--- src/rtl/dcm_pkg.sv ---
// Package for the DRAM command and mode logic: command codes, mode fields, timing counts.
// Assumes a single 20 MHz clock domain; no bus, all controls are plain ports.
package dcm_pkg;
	// Clock period in ns
	localparam int CLK_PERIOD_NS = 50;
	// Geometry
	localparam int NUM_BANKS = 8;
	localparam int BANK_W = 3;
	localparam int ADDR_W = 14;
	localparam int COL_W = 10;
	// Command codes {ras_n, cas_n, we_n}
	localparam logic [2:0] CMD_MODE = 3'h0;
	localparam logic [2:0] CMD_REFRESH = 3'h1;
	localparam logic [2:0] CMD_PRECHARGE = 3'h2;
	localparam logic [2:0] CMD_ACTIVATE = 3'h3;
	localparam logic [2:0] CMD_WRITE = 3'h4;
	localparam logic [2:0] CMD_READ = 3'h5;
	localparam logic [2:0] CMD_NOP = 3'h7;
	// Address bit that selects auto precharge / all banks
	localparam int AP_BIT = 10;
	// Mode word fields
	localparam int MF_BL_LO = 0;
	localparam int MF_BT = 3;
	localparam int MF_CL_LO = 4;
	localparam int MF_DLLRST = 8;
	localparam int MF_WR_LO = 9;
	localparam int MF_RSV_LO = 13;
	localparam logic [2:0] BL_FOUR = 3'h2;
	localparam logic [2:0] BL_EIGHT = 3'h3;
	// Reset value of the mode word
	localparam logic [12:0] MODE_RESET = 13'h0032;
	// Mode register index on the bank address
	localparam logic [2:0] MODE_SEL_MAIN = 3'h0;
	// Precharge period in ns and cycles (least time, rounded up)
	localparam int PRECHARGE_PERIOD_NS = 15;
	localparam int PRECHARGE_CYC = (PRECHARGE_PERIOD_NS + CLK_PERIOD_NS - 1) / CLK_PERIOD_NS;
	localparam int CNT_W = 4;
endpackage

--- src/rtl/dcm_burst_order.sv ---
// Column order generator for one beat of a burst.
// Combinational; driven by the main command logic on the same clock.
`timescale 1ns/10ps
module dcm_burst_order
	import dcm_pkg::*;
(
	// Burst setup
	input wire logic [COL_W-1:0] start_col,
	input wire logic eight,
	input wire logic interleave,
	input wire logic [2:0] beat,
	// Resulting column
	output logic [COL_W-1:0] col
);
	logic [2:0] low;
	// Wrapping low bits inside the aligned block
	always_comb begin
		if (interleave) begin
			low = start_col[2:0] ^ beat;
		end else begin
			low[1:0] = start_col[1:0] + beat[1:0];
			low[2] = start_col[2] ^ beat[2];
		end
		if (!eight) begin
			col = {start_col[COL_W-1:2], low[1:0]};
		end else begin
			col = {start_col[COL_W-1:3], low};
		end
	end
endmodule

--- src/rtl/dcm_core.sv ---
// Command decoder, bank state and mode register of a DDR2-style DRAM die.
// Assumes the controller keeps its ordering duties; pins arrive on CLK.
// Function
// - Chip select high blocks new commands
// - All-high command is a no-op
// - Bank address picks register, address gives contents
// - Activate opens row until precharge
// - Read bursts from column, A10 auto precharges
// - Write bursts to column, A10 auto precharges
// - Reads and writes delayed by additive latency
// - Mask high leaves byte unwritten
// - Precharge one or all banks, then wait
// - Other banks accessible during auto precharge
// - Repeated precharge restarts the period
// - Refresh row address generated internally
// - Refresh with clock enable low: self refresh
// - Delay loop off in self refresh
// - Mode load replaces all; reset bit self-clears
// - High mode bits reserved as zero
// - Burst length four or eight
// - Burst wraps inside aligned block
// - M3 picks sequential or interleaved
// - Interleave xor; sequential nibble increment
// - Read latency three to seven; code only reports the field, reads not delayed
// - Write recovery delays auto precharge
`timescale 1ns/10ps
module dcm_core
	import dcm_pkg::*;
#(
	parameter int AL_MAX = 7
)(
	// Clock and reset
	input wire logic CLK,
	input wire logic SYS_RST,
	// Command pins
	input wire logic CKE,
	input wire logic CS_N,
	input wire logic RAS_N,
	input wire logic CAS_N,
	input wire logic WE_N,
	input wire logic [BANK_W-1:0] BA,
	input wire logic [ADDR_W-1:0] ADDR,
	input wire logic DM,
	// Configuration
	input wire logic [2:0] POSTED_ADDITIVE_LATENCY,
	// Array access
	output logic ACC_VALID,
	output logic ACC_WRITE,
	output logic ACC_WE,
	output logic [BANK_W-1:0] ACC_BANK,
	output logic [ADDR_W-1:0] ACC_ROW,
	output logic [COL_W-1:0] ACC_COL,
	// Status
	output logic [NUM_BANKS-1:0] ROW_OPEN,
	output logic [NUM_BANKS-1:0] BANK_READY,
	output logic [ADDR_W-1:0] REFRESH_ROW,
	output logic REFRESH_PULSE,
	output logic SELF_REFRESH,
	output logic DLL_ON,
	output logic DLL_RESET_PULSE,
	output logic [12:0] MODE_CONFIG_WORD,
	output logic [2:0] READ_LATENCY_SETTING,
	output logic [3:0] BURST_LEN_SETTING,
	output logic [3:0] WRITE_RECOVERY_SETTING
);
	// Elaboration check: posted line needs one to seven stages
	if (AL_MAX < 1 || AL_MAX > 7) begin : g_bad_al
		$error("AL_MAX out of range");
	end

	typedef enum logic [2:0] {
		DCM_IDLE = 3'h1,
		DCM_BURST = 3'h2,
		DCM_RECOV = 3'h4
	} dcm_burst_e;

	typedef struct packed {
		logic [2:0] cmd_s1, cmd_s2;       // Synchroniser stages for command
		logic cs_s1, cs_s2, cke_s1, cke_s2, dm_s1, dm_s2;
		logic [BANK_W-1:0] ba_s1, ba_s2;
		logic [ADDR_W-1:0] a_s1, a_s2;
		logic [AL_MAX:0] pv;              // Posted command valid line
		logic [AL_MAX:0] pw;              // Posted write flag line
		logic [AL_MAX:0] pap;             // Posted auto precharge line
		logic [AL_MAX:0][BANK_W-1:0] pb;  // Posted bank line
		logic [AL_MAX:0][COL_W-1:0] pc;   // Posted column line
		dcm_burst_e st;
		logic [2:0] beat;
		logic bwr, bap;
		logic [BANK_W-1:0] bbank;
		logic [COL_W-1:0] bcol;
		logic [3:0] rcnt;
		logic [NUM_BANKS-1:0] open;
		logic [NUM_BANKS-1:0][ADDR_W-1:0] row;
		logic [NUM_BANKS-1:0][CNT_W-1:0] pcnt;
		logic [12:0] mode;
		logic dllrst, self, dll;
		logic [ADDR_W-1:0] rrow;
		logic rpulse;
		logic acc_v, acc_w, acc_we;
		logic [BANK_W-1:0] acc_b;
		logic [ADDR_W-1:0] acc_r;
		logic [COL_W-1:0] acc_c;
		logic [NUM_BANKS-1:0] rdy;        // Registered bank ready
		logic [3:0] bl;                   // Registered burst length
		logic [3:0] wr;                   // Registered write recovery
	} dcm_state_s;

	dcm_state_s cur_ff, nxt_ff;
	logic [COL_W-1:0] beat_col;
	logic [2:0] cmd;
	logic sel;

	// Column order for current beat
	dcm_burst_order u_order (
		.start_col(cur_ff.bcol),
		.eight(cur_ff.mode[MF_BL_LO +: 3] == BL_EIGHT),
		.interleave(cur_ff.mode[MF_BT]),
		.beat(cur_ff.beat),
		.col(beat_col)
	);

	// Precharge timer start for one bank
	function automatic logic [CNT_W-1:0] pre_start();
		return CNT_W'(PRECHARGE_CYC);
	endfunction

	assign cmd = cur_ff.cmd_s2;
	assign sel = !cur_ff.cs_s2;

	// Next-state logic
	always_comb begin
		int al;
		int i;
		al = 0;
		i = 0;
		nxt_ff = cur_ff;
		// Pin synchronisers
		nxt_ff.cmd_s1 = {RAS_N, CAS_N, WE_N};
		nxt_ff.cmd_s2 = cur_ff.cmd_s1;
		nxt_ff.cs_s1 = CS_N;
		nxt_ff.cs_s2 = cur_ff.cs_s1;
		nxt_ff.cke_s1 = CKE;
		nxt_ff.cke_s2 = cur_ff.cke_s1;
		nxt_ff.dm_s1 = DM;
		nxt_ff.dm_s2 = cur_ff.dm_s1;
		nxt_ff.ba_s1 = BA;
		nxt_ff.ba_s2 = cur_ff.ba_s1;
		nxt_ff.a_s1 = ADDR;
		nxt_ff.a_s2 = cur_ff.a_s1;
		nxt_ff.dllrst = 1'b0;
		nxt_ff.rpulse = 1'b0;
		nxt_ff.acc_v = 1'b0;
		nxt_ff.acc_we = 1'b0;
		// Precharge timers count down
		for (i = 0; i < NUM_BANKS; i++) begin
			if (cur_ff.pcnt[i] != '0) nxt_ff.pcnt[i] = cur_ff.pcnt[i] - 1'b1;
		end
		// Posted line shifts toward index 0
		nxt_ff.pv = {1'b0, cur_ff.pv[AL_MAX:1]};
		nxt_ff.pw = {1'b0, cur_ff.pw[AL_MAX:1]};
		nxt_ff.pap = {1'b0, cur_ff.pap[AL_MAX:1]};
		for (i = 0; i < AL_MAX; i++) begin
			nxt_ff.pb[i] = cur_ff.pb[i+1];
			nxt_ff.pc[i] = cur_ff.pc[i+1];
		end
		// Self refresh exit when clock enable returns
		if (cur_ff.self && cur_ff.cke_s2) begin
			nxt_ff.self = 1'b0;
			nxt_ff.dll = 1'b1;
			nxt_ff.dllrst = 1'b1;
		end else if (sel && !cur_ff.self && cmd != CMD_NOP) begin
			case (cmd)
				CMD_MODE: begin
					if (cur_ff.ba_s2 == MODE_SEL_MAIN) begin
						nxt_ff.mode = cur_ff.a_s2[12:0];
						nxt_ff.dllrst = cur_ff.a_s2[MF_DLLRST];
						nxt_ff.mode[MF_DLLRST] = 1'b0;
					end
				end
				CMD_ACTIVATE: begin
					nxt_ff.open[cur_ff.ba_s2] = 1'b1;
					nxt_ff.row[cur_ff.ba_s2] = cur_ff.a_s2;
				end
				CMD_READ, CMD_WRITE: begin
					al = int'(POSTED_ADDITIVE_LATENCY);
					if (al > AL_MAX) al = AL_MAX;
					nxt_ff.pv[al] = 1'b1;
					nxt_ff.pw[al] = (cmd == CMD_WRITE);
					nxt_ff.pap[al] = cur_ff.a_s2[AP_BIT];
					nxt_ff.pb[al] = cur_ff.ba_s2;
					nxt_ff.pc[al] = cur_ff.a_s2[COL_W-1:0];
				end
				CMD_PRECHARGE: begin
					for (i = 0; i < NUM_BANKS; i++) begin
						if (cur_ff.a_s2[AP_BIT] || cur_ff.ba_s2 == BANK_W'(i)) begin
							nxt_ff.open[i] = 1'b0;
							nxt_ff.pcnt[i] = pre_start();
						end
					end
				end
				CMD_REFRESH: begin
					if (!cur_ff.cke_s2) begin
						nxt_ff.self = 1'b1;
						nxt_ff.dll = 1'b0;
					end else begin
						nxt_ff.rrow = cur_ff.rrow + 1'b1;
						nxt_ff.rpulse = 1'b1;
					end
				end
				default: begin
				end
			endcase
		end
		// Burst engine; a new posted command restarts it
		if (cur_ff.pv[0]) begin
			nxt_ff.st = DCM_BURST;
			nxt_ff.beat = 3'h0;
			nxt_ff.bwr = cur_ff.pw[0];
			nxt_ff.bap = cur_ff.pap[0];
			nxt_ff.bbank = cur_ff.pb[0];
			nxt_ff.bcol = cur_ff.pc[0];
			// Previous auto precharge bank, if not the new command's bank, closes and starts its precharge now
			if (cur_ff.st != DCM_IDLE && cur_ff.bap && cur_ff.bbank != cur_ff.pb[0]) begin
				nxt_ff.open[cur_ff.bbank] = 1'b0;
				nxt_ff.pcnt[cur_ff.bbank] = pre_start();
			end
		end else begin
			case (cur_ff.st)
				DCM_BURST: begin
					nxt_ff.beat = cur_ff.beat + 3'h1;
					if (cur_ff.beat == 3'(BURST_LEN_SETTING - 4'h1)) begin
						if (!cur_ff.bap) begin
							nxt_ff.st = DCM_IDLE;
						end else if (cur_ff.bwr) begin
							nxt_ff.st = DCM_RECOV;
							nxt_ff.rcnt = WRITE_RECOVERY_SETTING;
						end else begin
							nxt_ff.st = DCM_IDLE;
							nxt_ff.open[cur_ff.bbank] = 1'b0;
							nxt_ff.pcnt[cur_ff.bbank] = pre_start();
						end
					end
				end
				DCM_RECOV: begin
					nxt_ff.rcnt = cur_ff.rcnt - 4'h1;
					if (cur_ff.rcnt <= 4'h1) begin
						nxt_ff.st = DCM_IDLE;
						nxt_ff.open[cur_ff.bbank] = 1'b0;
						nxt_ff.pcnt[cur_ff.bbank] = pre_start();
					end
				end
				default: begin
				end
			endcase
		end
		// Array access per beat
		if (cur_ff.st == DCM_BURST) begin
			nxt_ff.acc_v = 1'b1;
			nxt_ff.acc_w = cur_ff.bwr;
			nxt_ff.acc_we = cur_ff.bwr && !cur_ff.dm_s2;
			nxt_ff.acc_b = cur_ff.bbank;
			nxt_ff.acc_r = cur_ff.row[cur_ff.bbank];
			nxt_ff.acc_c = beat_col;
		end
		// Registered views of bank readiness and mode fields
		for (i = 0; i < NUM_BANKS; i++) begin
			nxt_ff.rdy[i] = (nxt_ff.pcnt[i] == '0) && !nxt_ff.open[i];
		end
		nxt_ff.bl = (nxt_ff.mode[MF_BL_LO +: 3] == BL_EIGHT) ? 4'h8 : 4'h4;
		nxt_ff.wr = 4'(nxt_ff.mode[MF_WR_LO +: 3]) + 4'h1;
	end

	// State register
	always_ff @(posedge CLK or posedge SYS_RST) begin
		if (SYS_RST) begin
			cur_ff <= '0;
			cur_ff.cmd_s1 <= CMD_NOP;
			cur_ff.cmd_s2 <= CMD_NOP;
			cur_ff.cs_s1 <= 1'b1;
			cur_ff.cs_s2 <= 1'b1;
			cur_ff.cke_s1 <= 1'b1;
			cur_ff.cke_s2 <= 1'b1;
			cur_ff.st <= DCM_IDLE;
			cur_ff.mode <= MODE_RESET;
			cur_ff.dll <= 1'b1;
			cur_ff.rdy <= '1;
			cur_ff.bl <= 4'h4;
			cur_ff.wr <= 4'h1;
		end else begin
			cur_ff <= nxt_ff;
		end
	end

	// Outputs straight from state flops
	assign ACC_VALID = cur_ff.acc_v;
	assign ACC_WRITE = cur_ff.acc_w;
	assign ACC_WE = cur_ff.acc_we;
	assign ACC_BANK = cur_ff.acc_b;
	assign ACC_ROW = cur_ff.acc_r;
	assign ACC_COL = cur_ff.acc_c;
	assign ROW_OPEN = cur_ff.open;
	assign REFRESH_ROW = cur_ff.rrow;
	assign REFRESH_PULSE = cur_ff.rpulse;
	assign SELF_REFRESH = cur_ff.self;
	assign DLL_ON = cur_ff.dll;
	assign DLL_RESET_PULSE = cur_ff.dllrst;
	assign MODE_CONFIG_WORD = cur_ff.mode;
	assign READ_LATENCY_SETTING = cur_ff.mode[MF_CL_LO +: 3];
	assign BURST_LEN_SETTING = cur_ff.bl;
	assign WRITE_RECOVERY_SETTING = cur_ff.wr;
	// Bank ready once its row is closed and its precharge period has run out
	assign BANK_READY = cur_ff.rdy;

	// Checks
	property p_deselect;
		@(posedge CLK) disable iff (SYS_RST)
		(cur_ff.cs_s2 && !cur_ff.self && !cur_ff.pv[0]) |=> (cur_ff.mode == $past(cur_ff.mode));
	endproperty
	a_deselect: assert property (p_deselect) else $error("mode changed while deselected");
	property p_activate;
		@(posedge CLK) disable iff (SYS_RST)
		(sel && !cur_ff.self && cmd == CMD_ACTIVATE) |=> cur_ff.open[$past(cur_ff.ba_s2)];
	endproperty
	a_activate: assert property (p_activate) else $error("activate did not open row");
	property p_dllrst;
		@(posedge CLK) disable iff (SYS_RST) cur_ff.dllrst |-> !cur_ff.mode[MF_DLLRST];
	endproperty
	a_dllrst: assert property (p_dllrst) else $error("reset bit stuck");
	property p_self;
		@(posedge CLK) disable iff (SYS_RST) cur_ff.self |-> !cur_ff.dll;
	endproperty
	a_self: assert property (p_self) else $error("loop on in self refresh");
	property p_mask;
		@(posedge CLK) disable iff (SYS_RST)
		(cur_ff.st == DCM_BURST && cur_ff.bwr && cur_ff.dm_s2 && !cur_ff.pv[0]) |=> !ACC_WE;
	endproperty
	a_mask: assert property (p_mask) else $error("masked byte written");
	property p_prech;
		@(posedge CLK) disable iff (SYS_RST)
		(sel && !cur_ff.self && cmd == CMD_PRECHARGE && !cur_ff.a_s2[AP_BIT])
		|=> !BANK_READY[$past(cur_ff.ba_s2)];
	endproperty
	a_prech: assert property (p_prech) else $error("bank ready too early");
	property p_post;
		@(posedge CLK) disable iff (SYS_RST) cur_ff.pv[0] |=> cur_ff.st == DCM_BURST;
	endproperty
	a_post: assert property (p_post) else $error("posted command lost");
	property p_refresh;
		@(posedge CLK) disable iff (SYS_RST) REFRESH_PULSE |-> REFRESH_ROW == $past(REFRESH_ROW) + 1'b1;
	endproperty
	a_refresh: assert property (p_refresh) else $error("refresh row not stepped");
	c_write: cover property (@(posedge CLK) ACC_WE);
	c_self: cover property (@(posedge CLK) SELF_REFRESH);
	c_recov: cover property (@(posedge CLK) cur_ff.st == DCM_RECOV);
endmodule

--- config.mk ---
export PLATFORM = sky130hd
export DESIGN_NAME = dcm_core
export DESIGN_NICKNAME = d
export VERILOG_FILES = /design/src/rtl/dcm_pkg.sv /design/src/rtl/dcm_burst_order.sv /design/src/rtl/dcm_core.sv
export SDC_FILE = /design/constraint.sdc
export NUM_CORES = 1
export LEC_CHECK = 0
export BUFFER_PORTS_ARGS = -buffer_cell sky130_fd_sc_hd__buf_4
export CORE_ASPECT_RATIO = 0.8
export CORE_MARGIN = 5
export CORE_UTILIZATION = 56
export CTS_BUF_LIST = sky130_fd_sc_hd__clkbuf_4 sky130_fd_sc_hd__clkbuf_8
export DETAILED_ROUTE_END_ITERATION = 10
export GPL_TIMING_DRIVEN = 0
export PLACE_DENSITY = 0.77
export SKIP_LAST_GASP = 1
export SLEW_MARGIN = 5
export SYNTH_ARGS = -nofsm -noshare
export SYNTH_HDL_FRONTEND = slang
export SYNTH_SLANG_ARGS = --single-unit
--- constraint.sdc ---
create_clock -name CLK -period 12.5 [get_ports CLK]
set_input_delay 0 -clock CLK [delete_from_list [all_inputs] [get_ports CLK]]
set_output_delay 0 -clock CLK [all_outputs]
set_load 0.01 [all_outputs]
**After elaboration in Yosys (flattened, before gate mapping)**

Index checks and enable logic that the tools add are counted.

- Register bits after elaboration: 427
- Word-level logic and storage cells: 282
- Output and inout bits: 88
- Input bits: 28

- Bitwise gates (word level): 11
- Add/subtract/negate cells: 14
- Muxes and demuxes: 86
- Order comparisons: 7
- Eq/ne operators: 26
- Reduce and logical (&&, ||, !) cells: 67

Operators by type and width:

| kind | count |
|---|---|
| 2-to-1 mux 128 bit | 3 |
| 2-to-1 mux 32 bit | 7 |
| 2-to-1 mux 183 bit | 1 |
| 2-to-1 mux 165 bit | 1 |
| bitwise mux 112 bit | 1 |
| 2-to-1 mux 112 bit | 1 |
| bitwise mux 80 bit | 1 |
| 2-to-1 mux 4 bit | 19 |
| one-hot mux 32 bit (2 select lines) | 1 |
| 2-to-1 mux 14 bit | 4 |
| binary-select mux 14 bit (select 3 bit) | 1 |
| demux 14 bit (select 3 bit) | 1 |
| subtractor 4 x 1 -> 4 bit, second input constant | 9 |
| logical NOT 4 bit | 8 |
| 2-to-1 mux 8 bit | 4 |
| nonzero test 4 bit | 8 |
| demux 10 bit (select 3 bit) | 1 |
| 2-to-1 mux 30 bit | 1 |
| 2-to-1 mux 3 bit | 9 |
| AND 24 bit | 1 |
| bitwise mux 24 bit | 1 |
| 2-to-1 mux 12 bit | 2 |
| NOT 24 bit | 1 |
| one-hot mux 12 bit (2 select lines) | 1 |
| 46 further kinds | 124 |

**Logic depth before layout (Yosys ltp)**

Gate-level depths: netlist of run 1.

- Word-level depth: 16
- Mapped depth: 8

**Cells and area by module**

Synthesis of run 1 repeated with hierarchy kept, for this count alone.

- Cells, all modules: 1417
- Area, all modules: 17943.5 µm²

By module, submodules not included:

| module | times used | area an instance (µm²) | cells an instance | sequential area each (µm²) |
|---|---|---|---|---|
| dcm_core | 1 | 17838.4 | 1403 | 10666.5 |
| dcm_burst_order | 1 | 105.1 | 14 | 0.0 |

**Worst setup path before layout of run 1**

Ideal clock, no wire load.

- Path kind: register to register
- From: register cur_ff, in the netlist cmd[1]
- To: register (tool-made name)
- Setup time: 127 ps
- Path buffers: 2
- Clock period less this slack: 2262 ps
- Path slack: 10238 ps
- Cell stages (with the launch flop): 7
- Arrival: 2135 ps
- Path through: dfstp_2 > or3b_1 > nor3b_1 > buf_2 > nand4_1 > clkbuf_1 > mux2_1

RTL lines:

| element | line | RTL |
|---|---|---|
| start: declaration | dcm_core.sv:109 | `dcm_state_s cur_ff, nxt_ff;` |
| start signal: assignment | dcm_core.sv:291 | `cur_ff <= nxt_ff;` |

==> metrics.txt, run 1 <==
core area 31600 um^2; Cells after Synth 1452; Synth Flop Type dfrtp_1; Yosys reg bits 425; CTS buffer count 66; pwr dens 198 nW/um^2; Synth Area per Inst 12.4 um^2; CTS H-tree depth 3; Initial Util 57.0%; Pre-antenna DRT Iters 5; Max clock buf depth 3; row count 58; status complete, no violations; Resized Gates After CTS 0; I/O Buffers 111; fin nets 1702; IO Pins 116; max-cap violations 0; GR Overflow Total 0; fin. max-slew vios 0; Clk Latency, worst-skew pair 600 ps; final setup skew 21.3 ps; final hold vios 0; pin count of the biggest net entering global routing 125; dpl hpwl 28500 um; top cells by area, synth dfrtp_1 (56%), mux2_2 (13%), dfstp_2 (3.6%); die height 170 um; CTS Root Cell clkbuf_8; most common cell in the synthesized netlist dfrtp_1; clock-pin transition on the worst setup and hold timing paths 60 ps; Area Overhead vs Synth 17.3%; vias in the first global route 12300; WP data required 12970 ps; Final Util 66.9%; clock sinks 425; Post-synth EDFFs 0; met2 routed WL 19400 um; Synth area leader dfrtp_1; synth warn 0; Netlist cell types 66; initial antenna violation count 0; worst slew pin tran 1320 ps; CP endpoint kind flop; DRC 0; fin crit period 3260 ps; via count 11900; # Post-CTS Setup Buffers 0; met3 WL 3400 um; met1 WL 18400 um; asr flop ratio synth 100%; Lkg Pwr 0.0101 uW; Setup CP Type reg2reg; # diodes 0; RSZ-0062 raised after global routing no; top cell type's share of synthesized area 55.6%; Routed Antenna Nets 0; VDD IR max 110 uV; most frequent cells after synthesis dfrtp_1 (400), mux2_2 (214), nand2_1 (124); chip width 210 um; Vias/cell 5.57; Routed WL 42300 um; GRT Overall Usage 23.9%; die area 35900 um^2; Critical Path Fanout Max 10; Startpoint Class flop; relative slew slack 11.4%; first-pass GRT wire length 67200 um; Cell Area, Synth 18000 um^2; final worst-path cycle share 26.1%; uppermost layer routed met4; share of cells above drive strength 1 34.1%; CTS tree built; critical path arrival 3730 ps; Hold WC Path Type in2async; setup_tns 0 ps; cts hold-fix bufs 24; RD Place Congestion 0.897; Max Clock Freq 307 MHz; post-synthesis sequential area ratio 59.2%; Iter 0 DRT Violations 1061; Finish-stage setup viols 0; wire per inst 19.8 um
## placed cells by master (no fill, tap or decap), types with 10 or more instances in the layout
cell type / netlist / layout
xor2_1: 12 / 12
nor2b_1: 11 / 11
mux2_2: 214 / 214
nand3_1: 23 / 23
dfstp_2: 25 / 25
nand3b_1: 14 / 14
buf_4: 81 / 192
clkbuf_8: 0 / 80
inv_1: 28 / 27
nor2_1: 76 / 76
o21ai_0: 65 / 65
clkbuf_1: 64 / 64
nor3b_1: 10 / 10
clkbuf_4: 0 / 28
ha_1: 14 / 14
mux2_1: 14 / 14
a21oi_1: 50 / 50
nor3_1: 18 / 18
nand2_1: 124 / 124
nand2b_1: 34 / 34
mux2i_1: 20 / 20
dfrtp_1: 400 / 400
xnor2_1: 21 / 21
dlygate4sd3_1: 0 / 24
## worst paths after layout
| check | startpoint | to | slack [ps] | cells past startpoint |
|---|---|---|---|---|
| worst max-delay path | cur_ff[411] | WRITE_RECOVERY_SETTING[2] | 9240 | 8 |
| worst min-delay path | SYS_RST | DLL_RESET_PULSE | 30 | 3 |
| worst max register to register | cur_ff[411] | WRITE_RECOVERY_SETTING[2] | 9240 | 8 |
| worst min register to register | cur_ff[414] | cur_ff[411] | 340 | 0 |
| max in group asynchronous | SYS_RST | cur_ff[231] | 10980 | 5 |
| min in group CLK | CKE | cur_ff[419] | 50 | 2 |
## report_power, final
group | switching, uW | internal, uW
registers | 168 | 1640
logic | 611 | 535
clock network | 539 | 689
## cell type report
| class | instances | area [um^2] |
|---|---|---|
| sequential | 425 | 10700 |
| fill | 2309 | 10400 |
| multi-input combinational | 848 | 6360 |
| clock buffer | 108 | 1310 |
| timing repair buffer | 138 | 1160 |
| buffer | 152 | 880 |
| tap | 420 | 526 |
| inverter | 29 | 116 |
| clock inverter | 13 | 109 |
## metrics by stage
| stage | setup WS (ps) | instance area [um^2] | hold WS [ps] | power, uW | std cells |
|---|---|---|---|---|---|
| after CTS | 9300 | 21100 | 7.32 | 4210 | 2133 |
| after global placement | -3460 | 19400 | 108 | 2900 | 1985 |
| after floorplan | 708 | 18000 | 4.48 | 2580 | 1454 |
| after detailed placement | 9330 | 19500 | 99.3 | 2960 | 1988 |
| after global routing | 9060 | 21100 | 29.1 | 4420 | 2133 |
| final | 9240 | 21100 | 32.4 | 4190 | 2133 |
## worst max-delay path, cell delays in order, from the launching register on
cell and delay (ps):
dfrtp_1 350, clkbuf_1 170, nor3_1 420, nand3_1 710
clkbuf_1 660, mux2i_1 360, inv_1 90, ha_1 220
xor2_1 160
## per-layer routing
metal  vias to the layer above  GRT usage [%]
met4                         0           7.16
met3                        96           6.47
met1                      5952           33.6
met5                         -              0
met2                       445           37.1
li1                       5394              -
## logic make-up after synthesis
family / synth area share, %
muxes: 16.1
DFF: 59.2
buffers and inverters: 5.49
and+or+nand+nor: 10.2
AOI/OAI and AO/OA: 6.35
xor gates and xnor gates: 1.61
other: 0.0208
adders and majority gates: 0.973
(Power assumes the default switching activity.)
==> inputs of run 2 (changes only) <==
- ABC_AREA: unset -> 1
- clock period: 12.5 -> 2.7 ns (I/O delays scaled with it)
==> metrics.txt, run 2 <==
Max Clock Freq 408 MHz; cell depth of the worst setup path 9; max-cap violations 0; Synth Area per Inst 9.19 um^2; GR Layer Usage met2 38.5%; GRT Overall Usage 26.1%; grt peak-use layer met2; CTS H-tree depth 3; wire per inst 17.3 um; Setup CP Type reg2reg; core area 32400 um^2; I/O Buffers 112; Final WS setup 252 ps; fin. max-slew vios 0; status complete, no violations; Hold WC Path Type in2reg; dpl hpwl 33500 um; setup_tns 0 ps; Worst Setup SP cur_ff[245]; slowest CP cell nor3_1; reg2reg path depth 9; Max clock buf depth 3; Layout fillers 2549; share of cells above drive strength 1 19.9%; IO Pins 116; Cells after DPL 2542; final setup skew 22.8 ps; hold_ws 51.4 ps; synth warn 0; die height 172 um; initial antenna violation count 3; Netlist cell types 45; fin nets 2256; asr flop ratio synth 100%; relative slew slack 42.8%; Finish-stage setup viols 0; worst slew pin tran 859 ps; Cell Area, Synth 18300 um^2; pin count of the biggest net entering global routing 44; # diodes 0; Final Power 19500 uW; worst r2r src cur_ff[245]; Resized Gates After CTS 0; via count 14400; first-pass GRT wire length 74700 um; top cell type's share of synthesized area 54.7%; Synth area leader dfrtp_1; DRC 0; Initial Util 56.4%; slowest stage delay, CP 570 ps; pwr dens 901 nW/um^2; CP endpoint kind flop; Post-synth EDFFs 0; CP endpoint ACC_ROW[8]; RD Place Congestion 0.928; most common cell in the synthesized netlist nand2_1; final worst-path cycle share 90.7%; pre-CTS setup slack 460 ps; fin crit period 2450 ps; most frequent cells in the layout nand2_1 (508), dfrtp_1 (400), o21ai_0 (249), inv_1 (198), buf_4 (197); top cells by area, synth dfrtp_1 (55%), nand2_1 (10%), o21ai_0 (6.8%); critical path arrival 2890 ps; Routed WL 46600 um; Area Overhead vs Synth 18.3%; # Post-CTS Setup Buffers 0; chip width 212 um; Routed Antenna Nets 0; GR Overflow Total 0; Startpoint Class flop; Pre-antenna DRT Iters 6; CTS Root Cell clkbuf_8; Yosys reg bits 425; Critical Path Fanout Max 10; CTS buffer count 68; clock sinks 425; crit path cell chain buf_2 -> inv_1 -> nand3_1 -> inv_1 -> buf_2 -> nand2_1 -> nand3_1 -> nor3_1 -> a21oi_1; RSZ-0062 raised after global routing no; FF-to-FF setup slack 250 ps; die area 36400 um^2; post-synthesis sequential area ratio 58.3%; row count 59; WP data required 3150 ps; clock-pin transition on the worst setup and hold timing paths 70 ps; Clk Latency, worst-skew pair 600 ps; Iter 0 DRT Violations 1532; VDD IR max 537 uV; CTS tree built; Synth Flop Type dfrtp_1; Worst Path Buf+Inv 4; Non-Filler Instances 2693; Cells after Synth 1990; family with the most delay on the worst path simple AND/OR/NAND/NOR gates; final hold vios 0; cts hold-fix bufs 29; commonest non-fill, non-tap cell in the layout nand2_1; GRT met1 Usage 37.6%; worst reg2reg path endpoint ACC_ROW[8]; Lkg Pwr 0.0111 uW; vias in the first global route 13900; most frequent cells after synthesis nand2_1 (508), dfrtp_1 (400), o21ai_0 (249); met3 track demand over resource 7.02%; Vias/cell 5.36
==> run 2: changes by cell type after synthesis, sizes merged, moves of 41 or more <==
cell | before | now
nand2 | 124 | 510
mux2 | 228 | 14
o21ai | 70 | 283
inv | 29 | 210
nand3 | 24 | 109
buf | 88 | 129
==> run 2: area by class of cell <==
cell class              count  area, um^2  share of cell area [%]
multi-input cells        1191        5790                    26.7
plain buffers             166        1060                    4.89
well taps                 427         534                    2.47
flip-flops and latches    425       10700                    49.3
repair buffers            152        1350                    6.25
inverters                 210         792                    3.66
clock buffers             111        1350                    6.25
clock inverters            11        93.8                   0.434
==> run 2: per-stage QoR <==
step           cell area [um^2]  utilization [%]
2_1_floorplan             18300                -
3_3_place_gp              19700             60.7
3_5_place_dp              19900             61.4
4_1_cts                   21600             66.8
5_1_grt                   21600             66.8
6_report                  21600             66.8
==> run 2: logic make-up (layout without fill, tap and decap cells) <==
group	after synthesis	count (layout)	synth area share [%]
xor+xnor	27	27	1.29
compound gates	347	347	9.94
simple gates	785	785	18.3
other cells	1	3	0.0205
buf+inv	376	650	10.1
flops	425	425	58.3
mux	15	15	1.08
fa+ha+maj	14	14	0.958
==> run 2: worst register-to-register path: cells and delay by family, from the launching register on <==
family	cells	cell delay, ps
flip-flops	1	320
AND/OR/NAND/NOR	4	1040
buffers and inverters	4	870
AO/OA/AOI/OAI	1	80
==> run 2: how the worst min path moves through the flow <==
stage / from / to / slack, ps / depth (start not counted)
after floorplan: CKE / cur_ff[419] / 4 / 0
after global placement: WE_N / cur_ff[425] / 110 / 1
after detailed placement: RAS_N / cur_ff[427] / 110 / 1
after CTS: BA[0] / cur_ff[413] / 30 / 2
after global routing: CAS_N / cur_ff[426] / 30 / 2
final: BA[0] / cur_ff[413] / 50 / 2
==> run 2: layer usage <==
layer  share of wire (%)  vias to the layer above
met5               0.028                        -
met4                 3.6                        2
met3                 9.3                      112
met2                  43                      626
met1                  44                     6947
li1                    -                     6747
==> run 2: power breakdown <==
part           total [uW]  switching (uW)  internal, uW
clock                5750            2490          3270
sequential           8270             671          7600
combinational        5460            3220          2240
==> inputs of run 3 (changes only) <==
- BUFFER_PORTS_ARGS: -buffer_cell sky130_fd_sc_hd__buf_4 -> -buffer_cell sky130_fd_sc_hd__buf_2
==> metrics.txt, run 3 (synthesized netlist as in run 2, its figures left out) <==
pin count of the biggest net entering global routing 43; Initial Util 56.4%; DRC 0; share of cells above drive strength 1 19.4%; slowest CP cell nor3_1; crit path cell chain buf_2 -> inv_1 -> nand3_1 -> inv_1 -> buf_2 -> nand2_1 -> nand3_1 -> nor3_1 -> a21oi_1; Vias/cell 5.30; family with the most delay on the worst path simple AND/OR/NAND/NOR gates; Final WS setup 326 ps; Setup CP Type reg2reg; Layout fillers 2590; Multi-input gate area 5790 um^2; dpl hpwl 33500 um; hold_ws 27.9 ps; CTS Root Cell clkbuf_8; die height 172 um; hold path start CAS_N; Max clock buf depth 3; wire per inst 17.3 um; Non-Filler Instances 2696; Final Power 19300 uW; critical path arrival 2850 ps; CTS buffer count 61; initial antenna violation count 0; FF-to-FF setup slack 330 ps; WP data required 3180 ps; Area Overhead vs Synth 17.3%; commonest non-fill, non-tap cell in the layout nand2_1; pwr dens 898 nW/um^2; setup_tns 0 ps; pre-CTS setup slack 438 ps; CTS tree built; CP endpoint kind flop; Iter 0 DRT Violations 1555; Hold WC Path Type in2reg; status complete, no violations; row count 59; GRT Overall Usage 25.9%; die area 36400 um^2; GR Overflow Total 0; RSZ-0062 raised after global routing no; reg2reg path depth 9; slowest stage delay, CP 560 ps; worst r2r src cur_ff[245]; VDD IR max 459 uV; # Post-CTS Setup Buffers 0; Reg area 10700 um^2; RD Place Congestion 0.920; clock sinks 425; Routed Antenna Nets 0; final setup skew 23.5 ps; chip width 212 um; most frequent cells in the layout nand2_1 (508), dfrtp_1 (400), o21ai_0 (249), inv_1 (198), buf_2 (145); Lkg Pwr 0.0111 uW; Routed WL 46700 um; Finish-stage setup viols 0; relative slew slack 48.8%; Startpoint Class flop; clock-pin transition on the worst setup and hold timing paths 70 ps; Max Clock Freq 421 MHz; worst slew pin tran 760 ps; Hold Path Cell Cnt 2; fin nets 2262; fin crit period 2370 ps; core area 32400 um^2; final worst-path cycle share 87.9%; I/O Buffers 112; CTS H-tree depth 2; IO Pins 116; Critical Path Fanout Max 10; Worst Path Buf+Inv 4; final hold vios 0; Pre-antenna DRT Iters 6; Worst Hold End cur_ff[426]; worst reg2reg path endpoint ACC_ROW[8]; via count 14300; Cells after DPL 2542; max-cap violations 0; vias in the first global route 13800; first-pass GRT wire length 74400 um; Clk Latency, worst-skew pair 630 ps; fin. max-slew vios 0
[run 3: metrics by stage]
stage	instance area, um^2	utilization [%]
6_report	21500	66.2
3_5_place_dp	19600	60.5
3_3_place_gp	19400	59.9
4_1_cts	21500	66.2
5_1_grt	21500	66.2
2_1_floorplan	18300	-
[run 3: power by group]
part	internal, uW	leakage [uW]	switching (uW)
registers	7600	0.00547	676
logic	2090	0.00484	3180
clock network	3310	0.000755	2420
total	13000	0.0111	6270
[run 3: how the worst max path moves through the flow]
stage	cells past startpoint	startpoint	to
CTS	9	cur_ff[245]	ACC_ROW[8]
global placement	2	SYS_RST	cur_ff[107]
detailed placement	9	cur_ff[245]	ACC_ROW[8]
floorplan	1	SYS_RST	ACC_BANK[0]
finish	9	cur_ff[245]	ACC_ROW[8]
global route	9	cur_ff[245]	ACC_ROW[8]
[run 3: cell type report]
| class | instances | share of cell area, % |
|---|---|---|
| multi-input combinational | 1191 | 27.0 |
| inverter | 210 | 3.69 |
| tap | 427 | 2.49 |
| sequential | 425 | 49.7 |
| buffer | 166 | 4.93 |
| timing repair buffer | 165 | 5.60 |
| clock inverter | 7 | 0.531 |
| antenna | 1 | 0.0117 |
| clock buffer | 104 | 6.09 |
[run 3: repair_timing]
item,in CTS,in global routing
gates resized for setup,0,0
hold endpoints to repair,209,0
hold buffers,42,0
[run 3: routing by layer]
metal	vias up	global-route usage, %	wire (um)
li1	6757	-	-
met3	103	5.32	4410
met5	-	0	0
met2	619	38.5	20300
met4	0	8.82	1550
met1	6819	38.6	20500
